==> config.mk <==
export PLATFORM = sky130hd
export DESIGN_NAME = aos_sequencer
export DESIGN_NICKNAME = d
export VERILOG_FILES = /design/src/aos_pkg.sv /design/src/aos_fifo.sv /design/src/aos_sequencer.sv
export SDC_FILE = /design/constraint.sdc
export NUM_CORES = 2
export LEC_CHECK = 0
export BUFFER_PORTS_ARGS = -buffer_cell sky130_fd_sc_hd__buf_4
export CORE_UTILIZATION = 50
export DETAILED_ROUTE_END_ITERATION = 6
export GPL_ROUTABILITY_DRIVEN = 1
export PLACE_DENSITY_LB_ADDON = 0.15
export SYNTH_ARGS = -nofsm -noshare
export SYNTH_HDL_FRONTEND = slang
export SYNTH_SLANG_ARGS = --single-unit
==> constraint.sdc <==
create_clock -name ref_clk -period 17.9 [get_ports ref_clk]
set_input_delay 2.685 -clock ref_clk [delete_from_list [all_inputs] [get_ports ref_clk]]
set_output_delay 2.685 -clock ref_clk [all_outputs]
set_load 0.01 [all_outputs]
==> src/aos_pkg.sv <==
// Shared constants for the analog output sequencer
package aos_pkg;

    // Core clock and pacing limits
    localparam int unsigned CLK_HZ = 25000000;
    localparam int unsigned RATE_MAX_SPS = 500000;
    // Slowest rate in milli-samples per second (0.75 S/s)
    localparam int unsigned RATE_MIN_MSPS = 750;
    // Shortest pacing period rounds up to whole cycles
    localparam int unsigned PACE_DIV_MIN_CYC = (CLK_HZ + RATE_MAX_SPS - 1) / RATE_MAX_SPS;
    // Longest pacing period rounds down; product needs 64 bits
    localparam longint unsigned PACE_DIV_MAX_L = (64'(CLK_HZ) * 64'd1000) / 64'(RATE_MIN_MSPS);
    localparam int unsigned PACE_DIV_MAX_CYC = 32'(PACE_DIV_MAX_L);

    // Widths
    localparam int DIV_W = 26;
    localparam int BUFLEN_W = 18;
    localparam int BUFQ_W = 8;
    localparam int WORD_W = 16;
    // Converter resolution of this build variant
    localparam int DAC_RES = 16;
    localparam int NUM_DAC = 4;
    localparam int LIST_MAX = 5;
    localparam int FIFO_DEPTH = 16;
    localparam int FIFO_AW = 4;

    // Channel codes
    localparam logic [2:0] CH_DOUT = 3'h4;
    localparam logic [2:0] LIST_MAX_CODE = 3'h5;

    // Buffers below this size stop after current and next buffer
    localparam logic [BUFLEN_W-1:0] BUF_SMALL_LIM = 18'h20000;

    // Register byte offsets
    localparam logic [7:0] OFF_CTRL = 8'h00;
    localparam logic [7:0] OFF_CFG = 8'h04;
    localparam logic [7:0] OFF_DIV = 8'h08;
    localparam logic [7:0] OFF_CHLIST = 8'h0C;
    localparam logic [7:0] OFF_BUFLEN = 8'h10;
    localparam logic [7:0] OFF_BUFQ = 8'h14;
    localparam logic [7:0] OFF_DATA = 8'h18;
    localparam logic [7:0] OFF_SINGLE = 8'h1C;
    localparam logic [7:0] OFF_STATUS = 8'h20;

    // Field positions
    localparam int CTRL_START = 0;
    localparam int CTRL_ORDERLY = 1;
    localparam int CTRL_ABORT = 2;
    localparam int CFG_CLK_EXT = 0;
    localparam int CFG_TRIG_EXT = 1;
    localparam int CFG_TRIG_RISE = 2;
    localparam int CFG_WRAP_LSB = 3;
    localparam int CHLIST_CNT_LSB = 16;
    localparam int BUFQ_DONE_LSB = 8;
    localparam int SV_CHAN_LSB = 16;
    localparam int STS_UF = 0;
    localparam int STS_OS = 1;
    localparam int STS_BD = 2;
    localparam int STS_RUNNING = 3;

    // Wrap mode codes
    localparam logic [1:0] WRAP_NONE = 2'h0;
    localparam logic [1:0] WRAP_MULTI = 2'h1;
    localparam logic [1:0] WRAP_SINGLE = 2'h2;

    // Reset values
    localparam logic [DIV_W-1:0] DIV_RST = 26'h0000032;
    localparam logic [BUFLEN_W-1:0] BUFLEN_RST = 18'h00400;
    localparam logic [14:0] CHLIST_RST = 15'h0000;
    localparam logic [2:0] CHCNT_RST = 3'h1;

    // Sequencer states
    typedef enum logic [3:0] {
        S_IDLE = 4'h1,
        S_ARMED = 4'h2,
        S_RUN = 4'h4,
        S_LOAD = 4'h8
    } aos_state_t;

endpackage

==> src/aos_fifo.sv <==
`timescale 1ns/100ps
// Output sample FIFO with recirculation for repeating patterns
module aos_fifo
    import aos_pkg::*;
(
    // Clock and reset
    input wire logic ref_clk,
    input wire logic reset_n,
    // Fill side
    input wire logic push_valid,
    input wire logic [WORD_W-1:0] push_data,
    output logic push_ready,
    // Drain side
    output logic pop_valid,
    input wire logic pop_ready,
    output logic [WORD_W-1:0] pop_data,
    // Control and status
    input wire logic recirc,
    output logic [FIFO_AW:0] level
);

    typedef struct packed {
        logic [FIFO_DEPTH-1:0][WORD_W-1:0] mem; // Sample storage
        logic [FIFO_AW-1:0] wr;                 // Write index
        logic [FIFO_AW-1:0] rd;                 // Read index
        logic [FIFO_AW:0] level;                // Words held
    } aos_fifo_t;

    aos_fifo_t q;
    aos_fifo_t n;
    logic do_push;
    logic do_pop;

    // Host may not fill while words are recirculating: slot use would clash
    assign push_ready = (q.level != (FIFO_AW+1)'(FIFO_DEPTH)) && !recirc;
    assign pop_valid = (q.level != '0);
    assign pop_data = q.mem[q.rd];
    assign level = q.level;
    assign do_push = push_valid && push_ready;
    assign do_pop = pop_ready && pop_valid;

    // Next-state: a recirculating pop writes the word back at the tail
    always_comb
    begin
        n = q;
        if (do_pop)
        begin
            n.rd = q.rd + 1'b1;
            if (recirc)
            begin
                n.mem[q.wr] = q.mem[q.rd];
                n.wr = q.wr + 1'b1;
            end
        end
        if (do_push)
        begin
            n.mem[q.wr] = push_data;
            n.wr = q.wr + 1'b1;
        end
        n.level = q.level + (FIFO_AW+1)'(do_push) - (FIFO_AW+1)'(do_pop && !recirc);
    end

    // State register
    always_ff @(posedge ref_clk or negedge reset_n)
    begin
        if (!reset_n)
            q <= '0;
        else
            q <= n;
    end

endmodule

==> src/aos_sequencer.sv <==
// Our own choices: the APB register port and the register addresses.
`timescale 1ns/100ps
// Functional notes
// Software trigger: start command starts at once
// External trigger on chosen edge polarity
// Internal pacing from 0.75 S/s to 500 kS/s
// External clock: update on each rising edge
// Single value updates one channel, unstoppable
// Interleaved words fill list entries in turn
// Orderly stop finishes samples, then ignores triggers
// Abrupt stop halts now, ignores later triggers
// Host pattern: 2 to per-count maximum samples
// Host pattern length multiple of channel count
// Waveform channels share clock, trigger, count
// Words are offset binary, passed unchanged
// Buffer done event after each buffer
// Wrap none: back to back, end when out
// Wrap multiple: repeat current buffer until stopped
// Wrap single: recirculate FIFO contents, no reload
// Small buffers: stop after current plus next
// Pace on empty FIFO flags underflow, hold outputs
// Pace during loading flags over-sample
// Codes 0-3 DACs, 4 port, five entries
// Resolution fixed per build variant
// Each pace updates whole list, one word each
// Error flags sticky until host clears them
module aos_sequencer
    import aos_pkg::*;
#(
    parameter int unsigned PACE_DIV_MAX = PACE_DIV_MAX_CYC
)
(
    // Clock and reset
    input wire logic ref_clk,
    input wire logic reset_n,
    // APB slave
    input wire logic psel,
    input wire logic penable,
    input wire logic pwrite,
    input wire logic [7:0] paddr,
    input wire logic [31:0] pwdata,
    output logic [31:0] prdata,
    output logic pready,
    output logic pslverr,
    // External pacing clock and trigger
    input wire logic ext_out_clk,
    input wire logic ext_out_trig,
    // Converter and port outputs
    output logic [NUM_DAC-1:0][DAC_RES-1:0] dac_value,
    output logic [WORD_W-1:0] dout_port,
    output logic [LIST_MAX-1:0] chan_update,
    output logic seq_running
);

    typedef struct packed {
        aos_state_t state;                       // Sequencer state
        logic clk_ext;                           // External pacing select
        logic trig_ext;                          // External trigger select
        logic trig_rise;                         // Rising trigger edge
        logic [1:0] wrap;                        // Buffer wrap mode
        logic [DIV_W-1:0] div;                   // Pacing period in cycles
        logic [DIV_W-1:0] pace_cnt;              // Pacing counter
        logic [14:0] chlist;                     // Five 3-bit list entries
        logic [2:0] chcnt;                       // Entries in use
        logic [2:0] idx;                         // Entry being loaded
        logic [BUFLEN_W-1:0] buflen;             // Words per buffer
        logic [BUFLEN_W-1:0] word_cnt;           // Words sent of buffer
        logic [BUFQ_W-1:0] bufq;                 // Buffers not yet finished
        logic [BUFQ_W-1:0] bufs_done;            // Finished buffers, wraps
        logic flag_uf;                           // Underflow
        logic flag_os;                           // Over-sample
        logic flag_bd;                           // Buffer done
        logic stop_pend;                         // Orderly stop requested
        logic [1:0] stop_bufs;                   // Buffers left before halt
        logic trig_prev;                         // Trigger input last cycle
        logic eclk_prev;                         // Pacing input last cycle
        logic [NUM_DAC-1:0][DAC_RES-1:0] dac;    // Converter codes
        logic [WORD_W-1:0] dout;                 // Digital port value
        logic [LIST_MAX-1:0] upd;                // Per-channel update pulse
        logic [31:0] prdata;                     // Read data
        logic pready;                            // Access phase ready
        logic pslverr;                           // Access error
        logic running;                           // Sequence not idle
    } aos_regs_t;

    aos_regs_t q;
    aos_regs_t n;

    // Bus decode
    logic setup;
    logic commit;
    logic wr_commit;
    logic addr_ok;
    logic [31:0] rdata;
    logic start_cmd;
    logic orderly_cmd;
    logic abort_cmd;
    logic sv_wr;
    // Pacing and trigger
    logic active;
    logic int_pace;
    logic pace;
    logic trig_edge;
    // FIFO link
    logic f_push;
    logic f_ready;
    logic f_valid;
    logic f_pop;
    logic [WORD_W-1:0] f_data;
    logic [FIFO_AW:0] f_level;
    logic recirc;
    // Load-step helpers
    logic [2:0] cur_ch;
    logic buf_end;
    logic end_op;

    // Clamp the programmed period into the supported rate span
    function automatic logic [DIV_W-1:0] pace_div(input logic [DIV_W-1:0] d);
        logic [DIV_W-1:0] r;
        r = d;
        if (d < DIV_W'(PACE_DIV_MIN_CYC))
            r = DIV_W'(PACE_DIV_MIN_CYC);
        else if (d > DIV_W'(PACE_DIV_MAX))
            r = DIV_W'(PACE_DIV_MAX);
        return r;
    endfunction

    // Route one word to a channel; unknown codes are dropped
    function automatic aos_regs_t put_word(input aos_regs_t r, input logic [2:0] ch, input logic [WORD_W-1:0] w);
        aos_regs_t o;
        o = r;
        if (ch == CH_DOUT)
        begin
            o.dout = w;
            o.upd[4] = 1'b1;
        end
        else if (ch < CH_DOUT)
        begin
            // Offset binary code goes straight to the converter
            o.dac[ch[1:0]] = w[DAC_RES-1:0];
            o.upd[ch] = 1'b1;
        end
        return o;
    endfunction

    // Channel code of a list entry
    function automatic logic [2:0] entry(input logic [14:0] list, input logic [2:0] i);
        return list[3*i +: 3];
    endfunction

    // APB phase decode; pready rises one cycle after setup
    assign setup = psel && !penable;
    assign commit = psel && penable && q.pready;
    assign wr_commit = commit && pwrite;
    assign start_cmd = wr_commit && (paddr == OFF_CTRL) && pwdata[CTRL_START];
    assign orderly_cmd = wr_commit && (paddr == OFF_CTRL) && pwdata[CTRL_ORDERLY];
    assign abort_cmd = wr_commit && (paddr == OFF_CTRL) && pwdata[CTRL_ABORT];
    assign sv_wr = wr_commit && (paddr == OFF_SINGLE);
    assign f_push = wr_commit && (paddr == OFF_DATA) && !q.pslverr;

    // One clock and one trigger serve every listed channel
    assign active = (q.state == S_RUN) || (q.state == S_LOAD);
    assign int_pace = (q.pace_cnt >= pace_div(q.div) - 1'b1);
    assign pace = active && (q.clk_ext ? (ext_out_clk && !q.eclk_prev) : int_pace);
    assign trig_edge = q.trig_rise ? (ext_out_trig && !q.trig_prev) : (!ext_out_trig && q.trig_prev);

    // Recirculate for single wrap, and for multiple wrap on the last buffer
    assign recirc = (q.wrap == WRAP_SINGLE) || ((q.wrap == WRAP_MULTI) && (q.bufq <= 8'h01));
    assign cur_ch = entry(q.chlist, q.idx);
    assign buf_end = (BUFLEN_W'(q.word_cnt + 1'b1) == q.buflen);
    assign end_op = (q.stop_pend && (q.stop_bufs == 2'h1)) || ((q.wrap == WRAP_NONE) && (q.bufq <= 8'h01));
    assign f_pop = (q.state == S_LOAD) && f_valid && !abort_cmd;

    // Read data and address check
    always_comb
    begin
        rdata = 32'h0;
        addr_ok = 1'b1;
        unique case (paddr)
            OFF_CTRL: rdata = {28'h0, q.state};
            OFF_CFG: rdata = {27'h0, q.wrap, q.trig_rise, q.trig_ext, q.clk_ext};
            OFF_DIV: rdata = {6'h0, q.div};
            OFF_CHLIST: rdata = {13'h0, q.chcnt, 1'b0, q.chlist};
            OFF_BUFLEN: rdata = {14'h0, q.buflen};
            OFF_BUFQ: rdata = {16'h0, q.bufs_done, q.bufq};
            OFF_DATA: rdata = {27'h0, f_level};
            OFF_SINGLE: rdata = 32'h0;
            OFF_STATUS: rdata = {28'h0, active, q.flag_bd, q.flag_os, q.flag_uf};
            default: addr_ok = 1'b0;
        endcase
    end

    // Output FIFO between the host and the converters
    aos_fifo u_fifo (
        .ref_clk(ref_clk),
        .reset_n(reset_n),
        .push_valid(f_push),
        .push_data(pwdata[WORD_W-1:0]),
        .push_ready(f_ready),
        .pop_valid(f_valid),
        .pop_ready(f_pop),
        .pop_data(f_data),
        .recirc(recirc),
        .level(f_level)
    );

    // Next-state of bus, configuration and sequencer
    always_comb
    begin
        n = q;
        n.upd = '0;
        n.trig_prev = ext_out_trig;
        n.eclk_prev = ext_out_clk;

        // Bus answer: ready in the access phase, error on bad address or on a data write while the FIFO is full or recirculating
        if (setup)
        begin
            n.pready = 1'b1;
            n.prdata = rdata;
            n.pslverr = !addr_ok || (pwrite && (paddr == OFF_DATA) && !f_ready);
        end
        else if (commit)
        begin
            n.pready = 1'b0;
            n.pslverr = 1'b0;
        end

        // Configuration writes
        if (wr_commit && !q.pslverr)
        begin
            unique case (paddr)
                OFF_CFG:
                begin
                    n.clk_ext = pwdata[CFG_CLK_EXT];
                    n.trig_ext = pwdata[CFG_TRIG_EXT];
                    n.trig_rise = pwdata[CFG_TRIG_RISE];
                    n.wrap = pwdata[CFG_WRAP_LSB +: 2];
                end
                OFF_DIV: n.div = pwdata[DIV_W-1:0];
                OFF_CHLIST:
                begin
                    n.chlist = pwdata[14:0];
                    // More than five entries is clipped to five
                    n.chcnt = (pwdata[CHLIST_CNT_LSB +: 3] > LIST_MAX_CODE) ? LIST_MAX_CODE
                        : pwdata[CHLIST_CNT_LSB +: 3];
                end
                OFF_BUFLEN: n.buflen = pwdata[BUFLEN_W-1:0];
                OFF_BUFQ: n.bufq = (q.bufq == 8'hFF) ? q.bufq : q.bufq + 1'b1;
                OFF_STATUS:
                begin
                    // Write one to clear; a same-cycle set below still wins
                    if (pwdata[STS_UF])
                        n.flag_uf = 1'b0;
                    if (pwdata[STS_OS])
                        n.flag_os = 1'b0;
                    if (pwdata[STS_BD])
                        n.flag_bd = 1'b0;
                end
                default:
                begin
                end
            endcase
        end

        // Internal pacing counter only runs while the sequence runs
        if (active && !q.clk_ext)
            n.pace_cnt = int_pace ? '0 : q.pace_cnt + 1'b1;
        else
            n.pace_cnt = '0;

        // Orderly stop: small buffers run the current and the next one
        if (orderly_cmd && active && !q.stop_pend)
        begin
            n.stop_pend = 1'b1;
            n.stop_bufs = (q.buflen < BUF_SMALL_LIM) ? 2'h2 : 2'h1;
        end

        // Sequencer
        unique case (q.state)
            S_IDLE:
            begin
                // Triggers are not watched here, so stopped runs ignore them
                if (start_cmd)
                begin
                    n.word_cnt = '0;
                    n.stop_pend = 1'b0;
                    n.idx = 3'h0;
                    n.state = q.trig_ext ? S_ARMED : S_RUN;
                end
            end
            S_ARMED:
            begin
                if (abort_cmd || orderly_cmd)
                    n.state = S_IDLE;
                else if (trig_edge)
                    n.state = S_RUN;
            end
            S_RUN:
            begin
                if (abort_cmd)
                    n.state = S_IDLE;
                else if (pace && (q.chcnt != 3'h0))
                begin
                    if (!f_valid)
                        n.flag_uf = 1'b1;
                    else
                    begin
                        n.idx = 3'h0;
                        n.state = S_LOAD;
                    end
                end
            end
            S_LOAD:
            begin
                if (abort_cmd)
                    n.state = S_IDLE;
                else
                begin
                    if (pace)
                        n.flag_os = 1'b1;
                    if (!f_valid)
                    begin
                        // Ran dry mid-list: the rest keep their last codes
                        n.flag_uf = 1'b1;
                        n.state = S_RUN;
                    end
                    else
                    begin
                        n = put_word(n, cur_ch, f_data);
                        n.word_cnt = BUFLEN_W'(q.word_cnt + 1'b1);
                        if (buf_end)
                        begin
                            n.word_cnt = '0;
                            n.flag_bd = 1'b1;
                            n.bufs_done = q.bufs_done + 1'b1;
                            if (q.bufq != 8'h00)
                                n.bufq = n.bufq - 1'b1;
                            if (q.stop_pend)
                                n.stop_bufs = q.stop_bufs - 1'b1;
                        end
                        if (buf_end && end_op)
                            n.state = S_IDLE;
                        else if (q.idx == q.chcnt - 1'b1)
                            n.state = S_RUN;
                        else
                            n.idx = q.idx + 1'b1;
                    end
                end
            end
        endcase
        n.running = (n.state != S_IDLE);

        // Single value goes out immediately and no stop touches it
        if (sv_wr)
            n = put_word(n, pwdata[SV_CHAN_LSB +: 3], pwdata[WORD_W-1:0]);
    end

    // State register
    always_ff @(posedge ref_clk or negedge reset_n)
    begin
        if (!reset_n)
        begin
            q <= '0;
            q.state <= S_IDLE;
            q.div <= DIV_RST;
            q.chlist <= CHLIST_RST;
            q.chcnt <= CHCNT_RST;
            q.buflen <= BUFLEN_RST;
        end
        else
            q <= n;
    end

    // Outputs straight from the state register
    assign prdata = q.prdata;
    assign pready = q.pready;
    assign pslverr = q.pslverr;
    assign dac_value = q.dac;
    assign dout_port = q.dout;
    assign chan_update = q.upd;
    assign seq_running = q.running;

    // Software trigger starts without waiting
    sw_start_a: assert property (@(posedge ref_clk) disable iff (!reset_n)
        (q.state == S_IDLE && start_cmd && !q.trig_ext) |=> (q.state == S_RUN))
        else $error("software start did not run");

    // External trigger edge moves armed to run
    ext_trig_a: assert property (@(posedge ref_clk) disable iff (!reset_n)
        (q.state == S_ARMED && trig_edge && !abort_cmd && !orderly_cmd) |=> (q.state == S_RUN))
        else $error("trigger edge ignored while armed");

    // Idle never starts running without a start command
    idle_hold_a: assert property (@(posedge ref_clk) disable iff (!reset_n)
        (q.state == S_IDLE && !start_cmd) |=> (q.state == S_IDLE))
        else $error("left idle without start");

    // Abrupt stop ends any active sequence in one cycle
    abort_stop_a: assert property (@(posedge ref_clk) disable iff (!reset_n)
        (abort_cmd && q.state != S_IDLE) |=> (q.state == S_IDLE && $stable(q.dac)))
        else $error("abrupt stop did not halt");

    // Single value for code 0 reaches converter 0 next cycle
    single_value_a: assert property (@(posedge ref_clk) disable iff (!reset_n)
        (sv_wr && pwdata[SV_CHAN_LSB +: 3] == 3'h0) |=> (dac_value[0] == $past(pwdata[DAC_RES-1:0]) && chan_update[0]))
        else $error("single value not applied");

    // Pace on empty FIFO raises underflow and holds codes
    underflow_a: assert property (@(posedge ref_clk) disable iff (!reset_n)
        (q.state == S_RUN && pace && q.chcnt != 3'h0 && !f_valid && !abort_cmd && !sv_wr)
        |=> (q.flag_uf && $stable(dac_value) && $stable(dout_port)))
        else $error("underflow not flagged");

    // Pace during loading raises over-sample
    oversample_a: assert property (@(posedge ref_clk) disable iff (!reset_n)
        (q.state == S_LOAD && pace && !abort_cmd) |=> q.flag_os)
        else $error("over-sample not flagged");

    // A full list of five loads in five cycles then returns to run
    list_load_a: assert property (@(posedge ref_clk) disable iff (!reset_n)
        (q.state == S_RUN && $past(q.state) == S_LOAD && q.chcnt == 3'h5 && q.idx == 3'h4 && !q.flag_uf)
        |-> ($past(q.state, 5) == S_LOAD && $past(q.idx, 5) == 3'h0))
        else $error("list not loaded one word per entry");

    // Error flag stays until cleared by the host
    sticky_flag_a: assert property (@(posedge ref_clk) disable iff (!reset_n)
        (q.flag_os && !(wr_commit && paddr == OFF_STATUS && pwdata[STS_OS])) |=> q.flag_os)
        else $error("over-sample flag dropped");

endmodule

## Yosys cells after proc, flatten, opt, wreduce, memory -nomap -nowiden

Cells that the tools add are included.

| word-level totals | value |
|---|---|
| register bits | 531 |
| output and inout bits | 120 |
| logic and storage cells | 270 |
| bits of input ports | 47 |

| cells by class | value |
|---|---|
| order comparisons | 19 |
| multiplexer cells | 101 |
| $mul | 1 |
| bitwise gates (word level) | 1 |
| equal/unequal tests | 22 |
| add/sub/neg operators | 13 |
| reductions and logical operators | 62 |
| shifts and indexed selects | 1 |

Operators with widths:

| cell | number |
|---|---|
| 2-to-1 mux 260 bit | 2 |
| bitwise mux 256 bit | 2 |
| 2-to-1 mux 264 bit | 1 |
| 2-to-1 mux 64 bit | 4 |
| one-hot mux 26 bit (8 select lines) | 1 |
| 2-to-1 mux 183 bit | 1 |
| 2-to-1 mux 26 bit | 5 |
| bitwise mux 64 bit | 2 |
| 2-to-1 mux 126 bit | 1 |
| 2-to-1 mux 124 bit | 1 |
| 2-to-1 mux 120 bit | 1 |
| 2-to-1 mux 16 bit | 7 |
| 2-to-1 mux 18 bit | 6 |
| binary-select mux 16 bit (select 4 bit) | 1 |
| demux 16 bit (select 2 bit) | 2 |
| demux 16 bit (select 4 bit) | 1 |
| 2-to-1 mux 55 bit | 1 |
| 2-to-1 mux 4 bit | 12 |
| logical AND 1 bit | 37 |
| one-hot mux 18 bit (2 select lines) | 1 |
| 2-to-1 mux 34 bit | 1 |
| 2-to-1 mux 3 bit | 11 |
| equality test 8 x 5 -> 1 bit (second input constant) | 4 |
| 2-to-1 mux 32 bit | 1 |
| 61 further kinds | 114 |

## Logic depth before layout (Yosys ltp)

| depth | value |
|---|---|
| word-level depth | 17 |
| mapped depth | 28 |
| gate-level depth less buffers | 25 |

## Modules after synthesis

From an unflattened synthesis, not the netlist that was laid out.

| unflattened totals | value |
|---|---|
| cells, all modules | 2,896 |
| area, all modules | 29,314.4 µm² |

By module, submodules not included:

| module | times used | area each (µm²) | cells an instance |
|---|---|---|---|
| aos_sequencer | 1 | 15,063.2 | 1,571 |
| aos_fifo | 1 | 14,251.2 | 1,325 |

## Worst setup path after synthesis

No wires, ideal clock.

| path | value |
|---|---|
| path type | register to register |
| start point | register q[235] in the netlist's numbering |
| end point | register q (netlist bit seq_running) |
| required time | 17,761 ps |
| period minus slack after synthesis | 5,918 ps |
| stages on the path, launching flop included | 26 |
| setup time | 139 ps |
| setup slack | 11,982 ps |
| arrival time | 5,779 ps |
| buffers on the path | 3 |
| path through | dfrtp_1 or4_1 or4b_1 nor4_2 and4_1 buf_2 o21bai_1 ha_1 nand3b_1 or3_1 or2_1 buf_2 or3_1 buf_2 nor3_1 nor3_1 ha_1 nand3_1 o221ai_1 o2111ai_1 o211ai_1 a21oi_1 a221oi_1 nor2_1 a211o_1 or4b_1 |

RTL lines:

| element | line | text |
|---|---|---|
| from (decl) | aos_sequencer.sv:86 | `aos_regs_t q;` |
| from (signal assigned) | aos_sequencer.sv:371 | `q <= n;` |

==> flow_summary.toml <==
[setup_path]
cp-end-kind = "flip-flop"
r2r_slack_ns = 10.79
critPathMaxFanout = 9
worstSetupPathType = "flip-flop to flip-flop"
crit_arrival_ns = 7.56
crit_required_ns = 18.35
cp-start-kind = "flip-flop"
ff2ff_path_depth = 22

[cts]
h-tree-depth = 2
root_buffer = "clkbuf_16"
clock-sinks = 525
cts-buffers-inserted = 58
post_cts_buffers = 0
clkSlewWorstSetupHoldPaths_ns = 0.06
clk_latency_ns = 0.64
cts_tree = "built"
cts_buffer_depth = 3
ctsHoldBuffers = 0
cts-resized-gates = 0

[logic_synthesis]
synth_area_mm2 = 0.0296
yosys.cell_types.count = 77
synthFlopType = "dfrtp_1"
avgSynthCellArea_um2 = 10.1
synth_edf_count = 0
ys_seq_area_frac = 0.444
synth.area.top_cells = "dfrtp_1 44%, mux2i_1 12%, mux4_2 6.1%, a21oi_1 4.8%, nor2_1 4.1%"
synth.top_cell.area_share = 0.439
syn_inst = 2942
yosysTopAreaCell = "dfrtp_1"
synth_seq_cells = 525
synth_warnings = 0
ys_async_sr_fraction = 1.00

[timing]
worst_pin_slew_ns = 1.20
fin_crit_sh = 0.397
rsz0062_at_grt = "no"
finalClockSkew_ns = 0.0191
setup-tns-final_ns = 0
relSlewSlack = 0.201
finalMaxSlewViolations = 0
timing.final.ws_setup_ns = 10.79
setup_viol = 0
post-route-min-period_ns = 7.11
max_freq_ghz = 0.141
hold_violations = 0

[placed_design]
io_buffers = 154
place_ws_ns = 10.95
gp_congestion = 0.912
dp_hpwl_um = 54500

[grt]
grt_overflow = 0
grt_pass1_wl_um = 128000
antenna_found_initial = 0
gr-usage-all-layers = 0.278
grt_max_degree = 170
first_global_vias = 21300

[route]
drtPass1Iterations = 7
wl_per_cell_um = 22.6
post-route-drc-count = 8
drtIter0Drc = 2079
vias = 21800
detail-route-antenna-nets = 0
wirelength_um = 82700
post_drt_via_cell_ratio = 5.97

[finish]
final_layout_size_suffix_gt1_frac = 0.170
seqCellArea_mm2 = 0.0132
fill_cells = 4979
diodes = 0
multi_input_area_mm2 = 0.0145
fin_util = 0.557
fin_nets = 2941
syn2layout_area_growth_pct = 9.30

[floorplan]
dieArea_mm2 = 0.0601
initial_core_util = 0.510
boundaryPins = 167
die_height_um = 245
die_w_um = 245
rows = 88
coreArea_mm2 = 0.0580

[worst_hold_path]
hp-class = "flip-flop to flip-flop"
min_path_cells = 1

[run_status]
violations = "design-rule violations"
status = "complete, but fails checks"

[power]
power_per_cell_area_mw_per_mm2 = 79.2
power.leakage_uw = 0.0145
ir_drop_mv = 0.0744
fin_total_pwr_uw = 2560

[job]
max_cap_viol_count = 0
==> path summary, 6_finish.rpt <==
path / to / start
max in group asynchronous: u_fifo.q[232] / reset_n
min: q[135] / q[135]
max: seq_running / q[234]
min reg2reg: q[135] / q[135]
min in group asynchronous: q[247] / reset_n
max reg2reg: seq_running / q[234]
==> registers in the layout, indices dropped and copies added, names as in the netlist <==
register and cells:
u_fifo.q 264, dout_port 16, chan_update 5, prdata 26, pready 1, u_fifo.level 5, pslverr 1, dac_value 64
seq_running 1, q 142
==> per-stage QoR <==
step | cells | area (µm²) | hold WS, ns
finish | 3654 | 32300 | 0.472
global route | 3654 | 32300 | 0.489
CTS | 3654 | 32300 | 0.471
detailed placement | 3549 | 30300 | 0.460
global placement | 3549 | 30300 | 0.459
floorplan | 2947 | 29600 | 0.441
==> critical path, stage by stage, from the launching register on <==
cell and delay, ns:
dfrtp_1 0.53, or4_1 0.53, or4b_1 0.60, nor4_2 0.37
and4_1 0.41, o21bai_1 0.19, ha_1 0.30, nand3b_1 0.09
or3_1 0.32, or2_1 0.33, or3_1 0.44, o21a_1 0.21
nor3_1 0.25, ha_1 0.30, a21oi_1 0.15, o221ai_1 0.12
o2111ai_1 0.13, o211ai_1 0.13, a21oi_1 0.45, a21oi_1 0.12
o21ai_0 0.14, o311ai_1 0.18, or4b_1 0.63
==> layout make-up <==
type / instances / area share
Inverter: 39 / 0.00453
Multi-Input combinational cell: 2017 / 0.448
Timing Repair Buffer: 203 / 0.0478
Clock inverter: 26 / 0.0121
Tap cell: 765 / 0.0296
Clock buffer: 79 / 0.0514
Sequential cell: 525 / 0.407
==> layout by cell type (no fill, tap or decap), types with 58 or more instances in the layout <==
cell type	count
dfrtp_1	517
mux2i_1	352
nor2_1	319
a21oi_1	282
nand2_1	231
buf_4	201
o21ai_0	164
mux4_2	80
mux2_2	69
clkbuf_16	58
==> routing by layer <==
layer,GRT usage,routed length (µm),part of all wire,up-vias
met5,0,0,0,-
met4,0.0881,2490,0.030,0
met3,0.0504,5560,0.067,129
met2,0.423,37200,0.45,713
met1,0.401,37500,0.45,10900
li1,-,-,-,10100
==> power breakdown <==
part / switching, µW / internal (µW) / total [µW]
Clock: 512 / 764 / 1280
Sequential: 5.16 / 1190 / 1200
Combinational: 66.1 / 21.0 / 87.1
Total: 584 / 1980 / 2560
==> kinds of logic after synthesis <==
family                   synth area share
AND/OR/NAND/NOR                     0.122
XOR/XNOR                           0.0281
multiplexers                        0.206
other                            0.000254
buffers and inverters              0.0683
adder cells (fa/ha/maj)            0.0214
flip-flops                          0.444
AO/OA/AOI/OAI                       0.109
==> Yosys cell counts, types with 7 or more instances <==
cell	instances
buf_4	121
mux2i_1	352
nor3_1	23
and3_1	23
buf_2	37
dfrtp_1	519
ha_1	49
clkbuf_1	192
nand4_1	31
and2_1	7
mux4_2	80
and4_1	10
nor2_1	326
or3_1	11
nand2_1	231
inv_1	39
mux2_2	69
nand2b_1	17
nand3_1	47
or4_1	7
a22o_1	7
a21oi_1	282
a222oi_1	15
a21o_1	9
o21ai_0	164
o21ai_1	22
nor2b_1	10
xor2_1	43
buf_1	16
nor4_1	8
o31ai_1	11
xnor2_1	52
Note: power is estimated with default switching activity, not from simulation.
